## config.mk

```make
export PLATFORM = sky130hd
export DESIGN_NAME = bdr_readback
export DESIGN_NICKNAME = d
export VERILOG_FILES = /design/src/common/bdr_pkg.sv /design/src/bdr_strap_capture.sv /design/src/bdr_readback.sv
export SDC_FILE = /design/constraint.sdc
export NUM_CORES = 1
export LEC_CHECK = 0
export ABC_CLOCK_PERIOD_IN_PS = 1550
export BUFFER_PORTS_ARGS = -buffer_cell sky130_fd_sc_hd__buf_2
export CORE_AREA = 3 3 118 205
export DETAILED_ROUTE_END_ITERATION = 8
export DIE_AREA = 0 0 121 208
export PLACE_DENSITY = 0.45
export SYNTH_ARGS = -nofsm -noshare
export SYNTH_HDL_FRONTEND = slang
export SYNTH_SLANG_ARGS = --single-unit
export TNS_END_PERCENT = 20
```

## constraint.sdc

```tcl
create_clock -name sys_clk_in -period 1.55 [get_ports sys_clk_in]
set_input_delay 0.155 -clock sys_clk_in [delete_from_list [all_inputs] [get_ports sys_clk_in]]
set_output_delay 0.155 -clock sys_clk_in [all_outputs]
set_load 0.03 [all_outputs]
```

## src/common/bdr_pkg.sv

```systemverilog
// Constants, field layouts and types of the backlight diagnostics readback bank
package bdr_pkg;

    // Register indices as printed; the byte address is four times the index
    localparam logic [7:0] IDX_STATE_MACHINE = 8'h14;
    localparam logic [7:0] IDX_INPUT_DUTY = 8'h16;
    localparam logic [7:0] IDX_OUTPUT_DUTY = 8'h18;
    localparam logic [7:0] IDX_SINK_CURRENT = 8'h1a;
    localparam logic [7:0] IDX_BOOST_VOLTAGE = 8'h1c;
    localparam logic [7:0] IDX_STRAP_DETECT = 8'h1e;
    localparam int unsigned BYTES_PER_WORD = 4;

    // Register width of every readback register, and reset value of all but the strap register, whose bit 11 reads one
    localparam int unsigned REG_W = 16;
    localparam logic [15:0] READBACK_RESET = 16'h0000;

    // Field widths
    localparam int unsigned STATE_W = 5;
    localparam int unsigned DUTY_W = 16;
    localparam int unsigned SINK_CODE_W = 12;
    localparam int unsigned BOOST_CODE_W = 11;
    localparam int unsigned STRAP_FIELD_W = 3;

    // Field positions in the strap detection register
    localparam int unsigned LED_FREQ_LSB = 12;
    localparam int unsigned STRAP_ONE_BIT = 11;
    localparam int unsigned STRING_LSB = 8;
    localparam int unsigned BOOST_FREQ_LSB = 3;
    localparam int unsigned DIMMING_LSB = 0;

    // Present state codes
    localparam logic [4:0] ST_DISABLED = 5'h00;
    localparam logic [4:0] ST_REGULATOR_STARTUP = 5'h01;
    localparam logic [4:0] ST_MEMORY_READ = 5'h02;
    localparam logic [4:0] ST_STANDBY = 5'h03;
    localparam logic [4:0] ST_BOOST_RAMP_FIRST = 5'h04;
    localparam logic [4:0] ST_BOOST_RAMP_LAST = 5'h0f;
    localparam logic [4:0] ST_NORMAL = 5'h10;
    localparam logic [4:0] ST_SHUTDOWN = 5'h11;
    localparam logic [4:0] ST_FAULT_RECOVERY = 5'h12;
    localparam logic [4:0] ST_ALL_STRINGS_FAILED = 5'h13;

    // Decoded strap tables
    localparam logic [14:0] LED_FREQ_HZ [8] = '{15'h0098, 15'h0131, 15'h0262, 15'h04c5,
                                                15'h0989, 15'h1313, 15'h2626, 15'h4c4b};
    localparam logic [11:0] BOOST_FREQ_KHZ [8] = '{12'h064, 12'h0c8, 12'h12f, 12'h190,
                                                   12'h1f4, 12'h71a, 12'h7d0, 12'h8ae};
    localparam logic [6:0] BUS_ADDR_LOW_SET = 7'h3b;
    localparam logic [6:0] BUS_ADDR_HIGH_SET = 7'h3a;
    localparam logic [2:0] STRINGS_FOUR = 3'h0;
    localparam logic [2:0] STRINGS_THREE = 3'h1;
    localparam logic [2:0] STRINGS_TWO = 3'h2;
    localparam logic [2:0] STRINGS_PAIRED = 3'h3;
    localparam logic [2:0] STRINGS_ONE = 3'h4;

    // Bus responses
    localparam logic [1:0] RESP_OKAY = 2'b00;
    localparam logic [1:0] RESP_DECERR = 2'b11;

    typedef enum logic [1:0] {
        DIM_PWM,
        DIM_HYBRID,
        DIM_CONSTANT_CURRENT,
        DIM_DIRECT_PWM
    } bdr_dimming_t;

endpackage : bdr_pkg

```

## src/bdr_strap_capture.sv

```systemverilog
// Start-up capture of the four decoded strap codes
`timescale 1ns/1ns
module bdr_strap_capture
    import bdr_pkg::*;
(
    // Clock and reset
    input wire logic sys_clk_in,
    input wire logic arst_n_in,
    // Decoded strap codes
    input wire logic [2:0] detected_led_frequency_in,
    input wire logic [2:0] detected_string_grouping_in,
    input wire logic [2:0] detected_boost_frequency_in,
    input wire logic [2:0] dimming_strap_in,
    // Held codes
    output logic captured_out,
    output logic [2:0] led_frequency_out,
    output logic [2:0] string_grouping_out,
    output logic [2:0] boost_frequency_out,
    output logic [2:0] dimming_strap_out
);

    typedef struct packed {
        logic captured;
        logic [2:0] led_freq;
        logic [2:0] strings;
        logic [2:0] boost_freq;
        logic [2:0] dimming;
    } bdr_strap_state_t;

    bdr_strap_state_t state_q;
    bdr_strap_state_t state_d;

    // Straps are taken at the first edge after reset release, then held
    always_comb begin
        state_d = state_q;
        if (!state_q.captured) begin
            state_d.captured = 1'b1;
            state_d.led_freq = detected_led_frequency_in;
            state_d.strings = detected_string_grouping_in;
            state_d.boost_freq = detected_boost_frequency_in;
            state_d.dimming = dimming_strap_in;
        end
    end

    always_ff @(posedge sys_clk_in or negedge arst_n_in) begin
        if (!arst_n_in) begin
            state_q <= '0;
        end else begin
            state_q <= state_d;
        end
    end

    assign captured_out = state_q.captured;
    assign led_frequency_out = state_q.led_freq;
    assign string_grouping_out = state_q.strings;
    assign boost_frequency_out = state_q.boost_freq;
    assign dimming_strap_out = state_q.dimming;

endmodule : bdr_strap_capture

```

## src/bdr_readback.sv

```systemverilog
// Diagnostic readback register bank of the backlight driver, AXI4-Lite slave
//
// Contract
// The present state of the functional state machine reads as a 5-bit code in bits 4 to 0.
// The measured input duty cycle reads as a 16-bit read-only value.
// The configured output duty cycle reads as a 16-bit read-only value.
// The 12-bit sink current code reads in bits 11 to 0 with the upper four bits zero.
// The 11-bit boost voltage code reads in bits 10 to 0 with the upper five bits zero.
// The LED PWM frequency strap code reads in bits 14 to 12 and selects 152 to 19531 Hz.
// The string grouping strap code reads in bits 10 to 8 and selects four to one strings.
// The boost frequency strap code reads in bits 5 to 3 and selects 100 to 2222 kHz.
// The dimming strap code reads in bits 2 to 0 and gives the mode and bus address.
// Writes are ignored and reserved bits read zero, except strap register bit 11 reads one.
// Every field follows its source so that each read returns the present value; the strap codes are held from start-up instead.
`timescale 1ns/1ns
module bdr_readback
    import bdr_pkg::*;
#(
    parameter int unsigned ADDR_W = 8
) (
    // Clock and reset
    input wire logic sys_clk_in,
    input wire logic arst_n_in,
    // AXI4-Lite write address
    input wire logic s_axi_awvalid,
    output logic s_axi_awready,
    input wire logic [ADDR_W-1:0] s_axi_awaddr,
    input wire logic [2:0] s_axi_awprot,
    // AXI4-Lite write data
    input wire logic s_axi_wvalid,
    output logic s_axi_wready,
    input wire logic [31:0] s_axi_wdata,
    input wire logic [3:0] s_axi_wstrb,
    // AXI4-Lite write response
    output logic s_axi_bvalid,
    input wire logic s_axi_bready,
    output logic [1:0] s_axi_bresp,
    // AXI4-Lite read address
    input wire logic s_axi_arvalid,
    output logic s_axi_arready,
    input wire logic [ADDR_W-1:0] s_axi_araddr,
    input wire logic [2:0] s_axi_arprot,
    // AXI4-Lite read data
    output logic s_axi_rvalid,
    input wire logic s_axi_rready,
    output logic [31:0] s_axi_rdata,
    output logic [1:0] s_axi_rresp,
    // Live diagnostic sources
    input wire logic [STATE_W-1:0] present_state_code_in,
    input wire logic [DUTY_W-1:0] input_duty_in,
    input wire logic [DUTY_W-1:0] output_duty_in,
    input wire logic [SINK_CODE_W-1:0] sink_current_code_in,
    input wire logic [BOOST_CODE_W-1:0] boost_voltage_code_in,
    // Decoded strap codes
    input wire logic [2:0] detected_led_frequency_in,
    input wire logic [2:0] detected_string_grouping_in,
    input wire logic [2:0] detected_boost_frequency_in,
    input wire logic [2:0] dimming_strap_in,
    // Decoded configuration
    output logic straps_valid_out,
    output logic [1:0] dimming_mode_out,
    output logic [6:0] bus_address_out,
    output logic [14:0] led_pwm_freq_hz_out,
    output logic [11:0] boost_freq_khz_out,
    output logic [2:0] active_string_count_out,
    // Present state summary
    output logic boost_ramping_out,
    output logic normal_operation_out,
    output logic fault_state_out
);

    if (ADDR_W < 7 || ADDR_W > 32) begin : g_addr_check
        $error("bdr_readback: ADDR_W must lie between 7 and 32");
    end

    typedef enum logic [2:0] {
        SEL_STATE_MACHINE,
        SEL_INPUT_DUTY,
        SEL_OUTPUT_DUTY,
        SEL_SINK_CURRENT,
        SEL_BOOST_VOLTAGE,
        SEL_STRAP_DETECT,
        SEL_NONE
    } bdr_select_t;

    typedef struct packed {
        // Sampled sources
        logic [STATE_W-1:0] present_state;
        logic [DUTY_W-1:0] input_duty;
        logic [DUTY_W-1:0] output_duty;
        logic [SINK_CODE_W-1:0] sink_code;
        logic [BOOST_CODE_W-1:0] boost_code;
        // Write channel
        logic aw_held;
        logic w_held;
        logic [ADDR_W-1:0] aw_addr;
        logic bvalid;
        logic [1:0] bresp;
        // Read channel
        logic rvalid;
        logic [31:0] rdata;
        logic [1:0] rresp;
        // Decoded configuration and present state summary
        logic [1:0] dimming;
        logic [6:0] bus_addr;
        logic [14:0] led_hz;
        logic [11:0] boost_khz;
        logic [2:0] strings;
        logic boost_ramping;
        logic normal_op;
        logic fault_state;
    } bdr_state_t;

    bdr_state_t state_q;
    bdr_state_t state_d;

    logic straps_captured;
    logic [2:0] strap_led_freq;
    logic [2:0] strap_strings;
    logic [2:0] strap_boost_freq;
    logic [2:0] strap_dimming;
    logic aw_take;
    logic w_take;
    logic ar_take;

    bdr_strap_capture u_strap_capture (
        .sys_clk_in (sys_clk_in),
        .arst_n_in (arst_n_in),
        .detected_led_frequency_in (detected_led_frequency_in),
        .detected_string_grouping_in (detected_string_grouping_in),
        .detected_boost_frequency_in (detected_boost_frequency_in),
        .dimming_strap_in (dimming_strap_in),
        .captured_out (straps_captured),
        .led_frequency_out (strap_led_freq),
        .string_grouping_out (strap_strings),
        .boost_frequency_out (strap_boost_freq),
        .dimming_strap_out (strap_dimming)
    );

    // Maps a byte address onto one of the readback registers
    function automatic bdr_select_t decode_addr(input logic [ADDR_W-1:0] addr);
        logic [ADDR_W-1:0] word;
        bdr_select_t sel;
        word = addr >> 2;
        sel = SEL_NONE;
        if (addr[1:0] == 2'b00) begin
            if (word == ADDR_W'(IDX_STATE_MACHINE)) begin
                sel = SEL_STATE_MACHINE;
            end else if (word == ADDR_W'(IDX_INPUT_DUTY)) begin
                sel = SEL_INPUT_DUTY;
            end else if (word == ADDR_W'(IDX_OUTPUT_DUTY)) begin
                sel = SEL_OUTPUT_DUTY;
            end else if (word == ADDR_W'(IDX_SINK_CURRENT)) begin
                sel = SEL_SINK_CURRENT;
            end else if (word == ADDR_W'(IDX_BOOST_VOLTAGE)) begin
                sel = SEL_BOOST_VOLTAGE;
            end else if (word == ADDR_W'(IDX_STRAP_DETECT)) begin
                sel = SEL_STRAP_DETECT;
            end
        end
        return sel;
    endfunction : decode_addr

    // Packs the strap detection register
    function automatic logic [REG_W-1:0] strap_word(input logic [2:0] led_freq,
                                                     input logic [2:0] strings,
                                                     input logic [2:0] boost_freq,
                                                     input logic [2:0] dimming);
        logic [REG_W-1:0] w;
        w = READBACK_RESET;
        w[LED_FREQ_LSB +: STRAP_FIELD_W] = led_freq;
        w[STRAP_ONE_BIT] = 1'b1;
        w[STRING_LSB +: STRAP_FIELD_W] = strings;
        w[BOOST_FREQ_LSB +: STRAP_FIELD_W] = boost_freq;
        w[DIMMING_LSB +: STRAP_FIELD_W] = dimming;
        return w;
    endfunction : strap_word

    // Number of driven strings for a grouping code, zero when the code is invalid
    function automatic logic [2:0] string_count(input logic [2:0] code);
        logic [2:0] n;
        case (code)
            STRINGS_FOUR: n = 3'h4;
            STRINGS_THREE: n = 3'h3;
            STRINGS_TWO: n = 3'h2;
            STRINGS_PAIRED: n = 3'h2;
            STRINGS_ONE: n = 3'h1;
            default: n = 3'h0;
        endcase
        return n;
    endfunction : string_count

    // Assembles the read word; reserved upper bits stay zero
    function automatic logic [31:0] read_word(input bdr_select_t sel,
                                              input bdr_state_t s,
                                              input logic [REG_W-1:0] straps);
        logic [31:0] w;
        w = '0;
        case (sel)
            SEL_STATE_MACHINE: w[STATE_W-1:0] = s.present_state;
            SEL_INPUT_DUTY: w[DUTY_W-1:0] = s.input_duty;
            SEL_OUTPUT_DUTY: w[DUTY_W-1:0] = s.output_duty;
            SEL_SINK_CURRENT: w[SINK_CODE_W-1:0] = s.sink_code;
            SEL_BOOST_VOLTAGE: w[BOOST_CODE_W-1:0] = s.boost_code;
            SEL_STRAP_DETECT: w[REG_W-1:0] = straps;
            default: w = '0;
        endcase
        return w;
    endfunction : read_word

    assign aw_take = s_axi_awvalid && s_axi_awready;
    assign w_take = s_axi_wvalid && s_axi_wready;
    assign ar_take = s_axi_arvalid && s_axi_arready;

    always_comb begin
        logic aw_have;
        logic w_have;
        logic [ADDR_W-1:0] wr_addr;
        bdr_select_t rd_sel;
        aw_have = 1'b0;
        w_have = 1'b0;
        wr_addr = '0;
        rd_sel = SEL_NONE;
        state_d = state_q;

        // Sources are resampled every cycle
        state_d.present_state = present_state_code_in;
        state_d.input_duty = input_duty_in;
        state_d.output_duty = output_duty_in;
        state_d.sink_code = sink_current_code_in;
        state_d.boost_code = boost_voltage_code_in;

        // Write path: address and data in either order, then one response
        if (s_axi_bvalid && s_axi_bready) begin
            state_d.bvalid = 1'b0;
        end
        if (aw_take) begin
            state_d.aw_addr = s_axi_awaddr;
        end
        aw_have = state_q.aw_held || aw_take;
        w_have = state_q.w_held || w_take;
        wr_addr = aw_take ? s_axi_awaddr : state_q.aw_addr;
        if (aw_have && w_have) begin
            state_d.aw_held = 1'b0;
            state_d.w_held = 1'b0;
            state_d.bvalid = 1'b1;
            // Data are dropped; only the answer depends on the address
            if (decode_addr(wr_addr) == SEL_NONE) begin
                state_d.bresp = RESP_DECERR;
            end else begin
                state_d.bresp = RESP_OKAY;
            end
        end else begin
            state_d.aw_held = aw_have;
            state_d.w_held = w_have;
        end

        // Read path: the word is captured at the address handshake
        if (s_axi_rvalid && s_axi_rready) begin
            state_d.rvalid = 1'b0;
        end
        if (ar_take) begin
            rd_sel = decode_addr(s_axi_araddr);
            state_d.rvalid = 1'b1;
            state_d.rdata = read_word(rd_sel, state_q,
                                      strap_word(strap_led_freq, strap_strings,
                                                 strap_boost_freq, strap_dimming));
            state_d.rresp = (rd_sel == SEL_NONE) ? RESP_DECERR : RESP_OKAY;
        end

        // Decoded strap settings
        state_d.led_hz = LED_FREQ_HZ[strap_led_freq];
        state_d.strings = string_count(strap_strings);
        state_d.boost_khz = BOOST_FREQ_KHZ[strap_boost_freq];
        state_d.dimming = strap_dimming[1:0];
        state_d.bus_addr = strap_dimming[2] ? BUS_ADDR_HIGH_SET : BUS_ADDR_LOW_SET;

        // Present state summary
        state_d.boost_ramping = (present_state_code_in >= ST_BOOST_RAMP_FIRST) &&
                                (present_state_code_in <= ST_BOOST_RAMP_LAST);
        state_d.normal_op = (present_state_code_in == ST_NORMAL);
        state_d.fault_state = (present_state_code_in == ST_FAULT_RECOVERY) ||
                              (present_state_code_in == ST_ALL_STRINGS_FAILED);
    end

    always_ff @(posedge sys_clk_in or negedge arst_n_in) begin
        if (!arst_n_in) begin
            state_q <= '0;
        end else begin
            state_q <= state_d;
        end
    end

    // Handshake outputs; one transfer of each kind at a time
    assign s_axi_awready = !state_q.aw_held && !state_q.bvalid;
    assign s_axi_wready = !state_q.w_held && !state_q.bvalid;
    assign s_axi_arready = !state_q.rvalid;

    assign s_axi_bvalid = state_q.bvalid;
    assign s_axi_bresp = state_q.bresp;
    assign s_axi_rvalid = state_q.rvalid;
    assign s_axi_rdata = state_q.rdata;
    assign s_axi_rresp = state_q.rresp;

    assign straps_valid_out = straps_captured;
    assign dimming_mode_out = state_q.dimming;
    assign bus_address_out = state_q.bus_addr;
    assign led_pwm_freq_hz_out = state_q.led_hz;
    assign boost_freq_khz_out = state_q.boost_khz;
    assign active_string_count_out = state_q.strings;
    assign boost_ramping_out = state_q.boost_ramping;
    assign normal_operation_out = state_q.normal_op;
    assign fault_state_out = state_q.fault_state;

endmodule : bdr_readback

```

==> results.sh, run 1 <==
export IMPL_p_per_area_mw_per_mm2=1290
export IMPL_hold_class="in -> reg"
export IMPL_rsz0062_at_grt="no"
export IMPL_fmax_ghz=0.686
export IMPL_drive_gt1_share_pct=37.1
export IMPL_dp_cells=863
export IMPL_fp_dieH_um=208
export IMPL_layout_cells_non_filler=976
export IMPL_grt_pass1_wl_um=22800
export IMPL_post_route_period_util_pct=94.0
export IMPL_via_per_inst=3.98
export IMPL_antenna_found_initial=1
export IMPL_htreeDepth=4
export IMPL_syn_avg_cell_area_um2=12.5
export IMPL_syn_area_mm2=0.00561
export IMPL_clk_pin_slew_ns=0.06
export IMPL_clockBufferDepth=2
export IMPL_syn2layout_area_growth_pct=41.0
export IMPL_synth_distinct_cells=50
export IMPL_yosysSeqAreaShare_pct=60.7
export IMPL_fp_row_count=73
export IMPL_cts_resized_gates=0
export IMPL_gp_congestion=0.763
export IMPL_num_io_pins=221
export IMPL_ys_ff_latch=136
export IMPL_wirelength_um=14300
export IMPL_overflow=0
export IMPL_wire_per_inst_um=14.7
export IMPL_fp_dieArea_mm2=0.0252
export IMPL_p_leak_nw=3.83
export IMPL_setup_violations=0
export IMPL_grt_use_total_pct=12.1
export IMPL_diodes=0
export IMPL_io_buffers=159
export IMPL_relSlewSlack_pct=55.9
export IMPL_synth_edf_count=0
export IMPL_yosysTopAreaCell="dfrtp_1"
export IMPL_final_setup_tns_ns=0
export IMPL_hold_violations=0
export IMPL_ctsHoldBuffers=82
export IMPL_cts_sinks=136
export IMPL_tritoncts="yes"
export IMPL_grt_max_degree=58
export IMPL_cp_start_kind="flip-flop"
export IMPL_p_int_mw=7.31
export IMPL_synthArstFlopShare_pct=100
export IMPL_drt_pass1_iterations=5
export IMPL_cp_data_required_time_ns=1.39
export IMPL_p_switching_mw=2.90
export IMPL_clock_root_buffer="clkbuf_16"
export IMPL_synth_flop_cell="dfrtp_1"
export IMPL_yosys_warnings=0
export IMPL_comb_power_share_pct=18.7
export IMPL_critPathKind="reg -> out"
export IMPL_vias=3882
export IMPL_end_kind="output port"
export IMPL_synthCells=448
export IMPL_max_cap_viol_count=0
export IMPL_arrival_ns=1.30
export IMPL_grt_pass1_vias=4159
export IMPL_finalMaxSlewViolations=0
export IMPL_p_seq_share_pct=40.6
export IMPL_cts_buffers=17
export IMPL_path_max_fanout=13
export IMPL_drc_errors=0
export IMPL_dp_final_hpwl_um=10700
export IMPL_post_route_min_period_ns=1.46
export IMPL_skew_ns=0.00958
export IMPL_p_sw_share_pct=28.4
export IMPL_core_area_mm2=0.0227
export IMPL_peakVddDrop_mv=0.921
export IMPL_fill_cells=2268
export IMPL_fin_nets=810
export IMPL_status="finished, final reports clean"
export IMPL_synth_top_area_share_pct=60.7
export IMPL_power_frac_clock_pct=40.7
export IMPL_drt_first_iter_violations=160
export IMPL_clk_latency_ns=0.42
export IMPL_ant_nets=0
export IMPL_post_cts_buffers=0
export IMPL_dieWidth_um=121
export IMPL_worstMarginPinSlew_ns=0.653
export IMPL_initial_utilization_pct=24.6
export IMPL_synthTopCellsByArea="dfrtp_1 (61%), buf_4 (10%), mux2_2 (4.6%), mux2i_1 (2.5%), ha_1 (2.0%)"
[flip-flops by register name, summed over array words and instances (netlist names)]
| name | flops |
|---|---|
| s_axi_rdata | 16 |
| normal_operation_out | 1 |
| u_strap_capture.led_frequency_out | 3 |
| s_axi_rvalid | 1 |
| led_pwm_freq_hz_out | 15 |
| u_strap_capture.boost_frequency_out | 3 |
| u_strap_capture.dimming_strap_out | 3 |
| active_string_count_out | 3 |
| fault_state_out | 1 |
| s_axi_rresp | 1 |
| bus_address_out | 2 |
| u_strap_capture.string_grouping_out | 3 |
| boost_ramping_out | 1 |
| dimming_mode_out | 2 |
| state_q | 69 |
| boost_freq_khz_out | 10 |
| s_axi_bresp | 1 |
| s_axi_bvalid | 1 |
[cell type report]
type / count / area [um2] / area share, %
repair buffers: 272 / 1920 / 24.3
clock buffers: 20 / 457 / 5.78
flip-flops and latches: 136 / 3400 / 43.1
clock inverters: 11 / 149 / 1.88
well taps: 300 / 375 / 4.75
multi-input cells: 224 / 1550 / 19.7
inverters: 13 / 48.8 / 0.617
[power by group through the flow]
stage	Sequential [mW]	Combinational (mW)	Clock (mW)
5_1_grt	4.20	2.07	4.46
3_5_place_dp	4.21	1.77	0
4_1_cts	4.14	1.94	4.28
3_3_place_gp	4.18	1.73	0
6_report	4.14	1.91	4.16
2_1_floorplan	4.18	1.36	0
[kinds of logic (layout without fill, tap and decap cells)]
logic type               count (synthesis)  after routing  share of synthesized area (%)
flip-flops                             136            136                           60.7
buffers and inverters                  105            316                           12.7
AND/OR/NAND/NOR                         94             94                           9.08
AO/OA/AOI/OAI                           63             63                           7.68
multiplexers                            38             38                           7.52
adder cells (fa/ha/maj)                  9              9                           2.01
other                                    2             19                          0.134
XOR/XNOR                                 1              1                          0.156
[final timing paths]
kind,from,end,slack (ns),cells after the start
worst max-delay path,bus_address_out[1],bus_address_out[1],0.09,2
worst min-delay path,s_axi_wvalid,state_q[88],0.08,3
worst max register to register,s_axi_rvalid,s_axi_rdata[7],0.12,4
worst min register to register,u_strap_capture.dimming_strap_out[1],dimming_mode_out[1],0.40,0
max in group asynchronous,arst_n_in,s_axi_bvalid,0.71,3
min in group asynchronous,arst_n_in,led_pwm_freq_hz_out[5],0.22,2
[synthesized netlist by cell type (3+ instances only)]
master,number
nor2b_1,7
nor2_1,20
buf_4,76
a22o_1,7
and2_1,3
nor3_1,8
nand2b_1,3
inv_1,13
a22oi_1,6
mux2_2,23
and3_1,5
o21ai_0,20
ha_1,9
buf_2,4
nor3b_1,6
nand2_1,24
dfrtp_1,136
nand3_1,7
a221o_1,4
clkbuf_1,7
mux2i_1,14
a21oi_1,11
[routing by layer]
metal / GRT usage (%) / share of wire, % / up-vias
li1: - / - / 1871
met1: 13.3 / 38 / 1840
met2: 21.2 / 54 / 144
met3: 3.15 / 5.2 / 25
met4: 5.95 / 3.1 / 2
met5: 0 / 0.049 / -
[through the flow]
stage	cell area [um2]	hold slack [ns]	setup WS (ns)	power, mW	util, %
final	7910	0.0848	0.0923	10.2	34.8
after global routing	7910	0.122	0.00944	10.7	34.8
after floorplan	5670	-0.141	0.00810	5.54	-
after detailed placement	6480	0.0719	-0.0456	5.98	28.5
after global placement	6480	0.0643	-0.0397	5.91	28.5
after CTS	7910	0.0607	0.0525	10.4	34.8
[worst max-delay path: stages (launching register included)]
cell and delay, ns:
dfrtp_1 0.49, buf_12 0.19, buf_2 0.20
[cells in the final DEF, fill, tap and decap left out, types with 6 or more instances in the layout]
cell type	synthesis	routed
ha_1	9	9
dfrtp_1	136	136
buf_4	76	26
a21oi_1	11	11
nor2b_1	7	7
mux2i_1	14	14
a22o_1	7	7
nand3_1	7	7
conb_1	2	19
buf_2	4	158
nor3_1	8	8
nand2_1	24	24
dlygate4sd3_1	0	82
inv_1	13	13
nor2_1	20	20
o21ai_0	20	20
a22oi_1	6	6
clkbuf_16	0	17
mux2_2	23	23
nor3b_1	6	6
No activity file was read; power rests on OpenSTA's default activity.
==> run 2, diff against run 1 <==
--- a/config.mk
+++ b/config.mk
@@ -8,10 +8,12 @@
 export ABC_CLOCK_PERIOD_IN_PS = 1550
 export BUFFER_PORTS_ARGS = -buffer_cell sky130_fd_sc_hd__buf_2
 export CORE_AREA = 3 3 118 205
+export CTS_BUF_LIST = sky130_fd_sc_hd__clkbuf_16
 export DETAILED_ROUTE_END_ITERATION = 8
 export DIE_AREA = 0 0 121 208
 export PLACE_DENSITY = 0.45
 export SYNTH_ARGS = -nofsm -noshare
 export SYNTH_HDL_FRONTEND = slang
+export SYNTH_HIERARCHICAL = 1
 export SYNTH_SLANG_ARGS = --single-unit
 export TNS_END_PERCENT = 20
==> run 2 against run 1 <==
Against the previous run:
- global-route usage shrank 0.37 points
- clock-buffer cell count fell by 3
- cell count decreased by 0.41%
- synthesized cell count rose by 1.6%
- non-clock buffer count down 12
- core utilization decreased by 0.40 points
- first-iteration DRC count decreased by 8.1%
- clock power decreased by 1%
- critical path type is now reg -> reg
- critical endpoint is now s_axi_rdata[1]
- highest routed layer is now met4
==> results.sh, run 2 <==
export IMPL_routed_top_layer="met4"
export IMPL_total_power_mw=10.2
export IMPL_synthTopCellsByArea="dfrtp_1 (61%), buf_4 (10%), mux2_2 (3.2%), mux2i_1 (3.0%), mux2_4 (2.9%)"
export IMPL_drc_errors=0
export IMPL_path_max_fanout=3
export IMPL_fp_dieArea_mm2=0.0252
export IMPL_netlist_top_cells_count="dfrtp_1 (137), buf_4 (76), nand2_1 (34)"
export IMPL_wirelength_um=14200
export IMPL_cp_start_kind="flip-flop"
export IMPL_grt_use_total_pct=11.7
export IMPL_slowest_delay_ns=0.40
export IMPL_skew_ns=0.00503
export IMPL_top_register="state_q"
export IMPL_clk_pin_slew_ns=0.06
export IMPL_drt_met1_wl_um=5230
export IMPL_synth_flop_cell="dfrtp_1"
export IMPL_drive_gt1_share_pct=35.6
export IMPL_setup_violations=0
export IMPL_num_io_pins=221
export IMPL_io_buffers=159
export IMPL_critPathKind="reg -> reg"
export IMPL_ys_ff_latch=137
export IMPL_yosysSeqAreaShare_pct=61.2
export IMPL_hold_violations=0
export IMPL_synth_top_area_share_pct=61.2
export IMPL_p_per_area_mw_per_mm2=1300
export IMPL_hold_ws_ns=0.0866
export IMPL_yosys_warnings=6
export IMPL_syn_area_mm2=0.00561
export IMPL_cp_data_required_time_ns=1.84
export IMPL_post_route_period_util_pct=96.6
export IMPL_grt_pass1_vias=4046
export IMPL_layout_common_cells="buf_2 (158), dfrtp_1 (137), dlygate4sd3_1 (82), nand2_1 (34), nor2_1 (27)"
export IMPL_synthArstFlopShare_pct=100
export IMPL_max_cap_viol_count=0
export IMPL_overflow=0
export IMPL_clock_root_buffer="clkbuf_16"
export IMPL_dr_wl_met3_um=646
export IMPL_dp_final_hpwl_um=10400
export IMPL_rsz0062_at_grt="no"
export IMPL_hold_class="in -> reg"
export IMPL_tritoncts="yes"
export IMPL_dieWidth_um=121
export IMPL_path_buf_inv=0
export IMPL_cts_sinks=137
export IMPL_final_common_cell="buf_2"
export IMPL_ant_nets=0
export IMPL_initial_utilization_pct=24.6
export IMPL_grt_pass1_wl_um=22000
export IMPL_clockBufferDepth=2
export IMPL_post_route_min_period_ns=1.50
export IMPL_fp_dieH_um=208
export IMPL_synth_most_common_cell="dfrtp_1"
export IMPL_diodes=0
export IMPL_fp_row_count=73
export IMPL_synth_edf_count=0
export IMPL_final_setup_tns_ns=0
export IMPL_fill_cells=2251
export IMPL_largest_reg_flops=69
export IMPL_clk_latency_ns=0.42
export IMPL_wl_met2_um=7850
export IMPL_grt_max_degree=46
export IMPL_cp_cell_sequence="mux2_1 -> a22o_1 -> a2111oi_2 -> a21oi_1"
export IMPL_critical_path_slowest_cell="dfrtp_1"
export IMPL_antenna_found_initial=0
export IMPL_arrival_ns=1.79
export IMPL_fmax_ghz=0.668
export IMPL_synthCells=455
export IMPL_peakVddDrop_mv=0.854
export IMPL_status="finished, final reports clean"
export IMPL_yosysTopAreaCell="dfrtp_1"
export IMPL_gp_congestion=0.723
export IMPL_finalMaxSlewViolations=0
export IMPL_fin_area_mm2=0.00781
export IMPL_vias=3805
export IMPL_p_leak_nw=3.80
export IMPL_wire_per_inst_um=14.6
export IMPL_fin_nets=805
export IMPL_place_area_mm2=0.00638
export IMPL_synth_distinct_cells=37
export IMPL_drt_first_iter_violations=147
export IMPL_drt_pass1_iterations=4
export IMPL_htreeDepth=4
export IMPL_crit_family="compound AO/OA/AOI/OAI gates"
export IMPL_syn2layout_area_growth_pct=39.4
export IMPL_cts_buffers=17
export IMPL_syn_avg_cell_area_um2=12.3
export IMPL_via_per_inst=3.91
export IMPL_core_area_mm2=0.0227
export IMPL_end_kind="flip-flop"
## run 2: cell count changes in the layout (fill, tap and decap cells not counted), sizes merged, moves of 7 or more
cell	previous run	this run
nand2	24	34
nor2	20	27
o22ai	1	8
a21oi	12	21
buf	190	178
## run 2: what timing repair did
action                                  CTS  global route
hold endpoints to repair                193             0
hold buffers                             82             0
gates resized for setup                   0             1
endpoints found under the setup margin    0             1
setup buffers                             0             0
## run 2: final cells by class
type                            instances  area [um2]  area share (%)
Sequential cell                       137        3430            43.9
Tap cell                              300         375            4.80
Timing Repair Buffer                  260        1820            23.2
Clock inverter                         15         178            2.27
Multi-Input combinational cell        231        1550            19.8
Inverter                               12        45.0           0.576
Clock buffer                           17         425            5.44
## run 2: per-stage QoR
| stage | cells | utilization [%] | setup slack, ns |
|---|---|---|---|
| 3_5_place_dp | 858 | 28.1 | 0.0563 |
| 5_1_grt | 972 | 34.4 | 0.00173 |
| 6_report | 972 | 34.4 | 0.0527 |
| 3_3_place_gp | 858 | 28.1 | 0.0908 |
| 4_1_cts | 972 | 34.3 | 0.0117 |
| 2_1_floorplan | 472 | - | 0.123 |
## run 2: final timing paths
path | slack (ns) | start | end | cells past startpoint
max | 0.05 | u_strap_capture/dimming_strap_out[1] | s_axi_rdata[1] | 4
min in group asynchronous | 0.18 | arst_n_in | s_axi_rdata[4] | 2
min reg2reg | 0.41 | u_strap_capture/dimming_strap_out[0] | dimming_mode_out[0] | 0
min | 0.09 | s_axi_awvalid | state_q[89] | 3
max reg2reg | 0.05 | u_strap_capture/dimming_strap_out[1] | s_axi_rdata[1] | 4
max in group asynchronous | 0.66 | arst_n_in | s_axi_bvalid | 3
## run 2: logic make-up (layout without fill, tap and decap cells)
group,after synthesis,in the layout,share of synthesized area (%)
xor gates and xnor gates,1,1,0.156
and+or+nand+nor,85,85,6.74
AOI/OAI and AO/OA,71,71,7.86
DFF,137,137,61.2
other,3,20,0.201
muxes,45,45,9.40
buffers and inverters,104,304,12.5
adders and majority gates,9,9,2.01
## run 2: power breakdown
group          total, mW  internal (mW)  switching (mW)
Clock               4.11           2.53            1.57
Combinational       1.89          0.769            1.12
Sequential          4.17           3.96           0.207
## run 2: worst reg2reg max path: stages, from the launching register on
cell and delay [ns]:
dfrtp_1 0.40, mux2_1 0.31, a22o_1 0.22, a2111oi_2 0.38
a21oi_1 0.07
## run 2: per-layer routing
metal | global-route usage (%) | vias up
met3 | 3.10 | 22
met5 | 0 | -
li1 | - | 1830
met2 | 21.6 | 126
met1 | 11.9 | 1827
met4 | 5.91 | 0
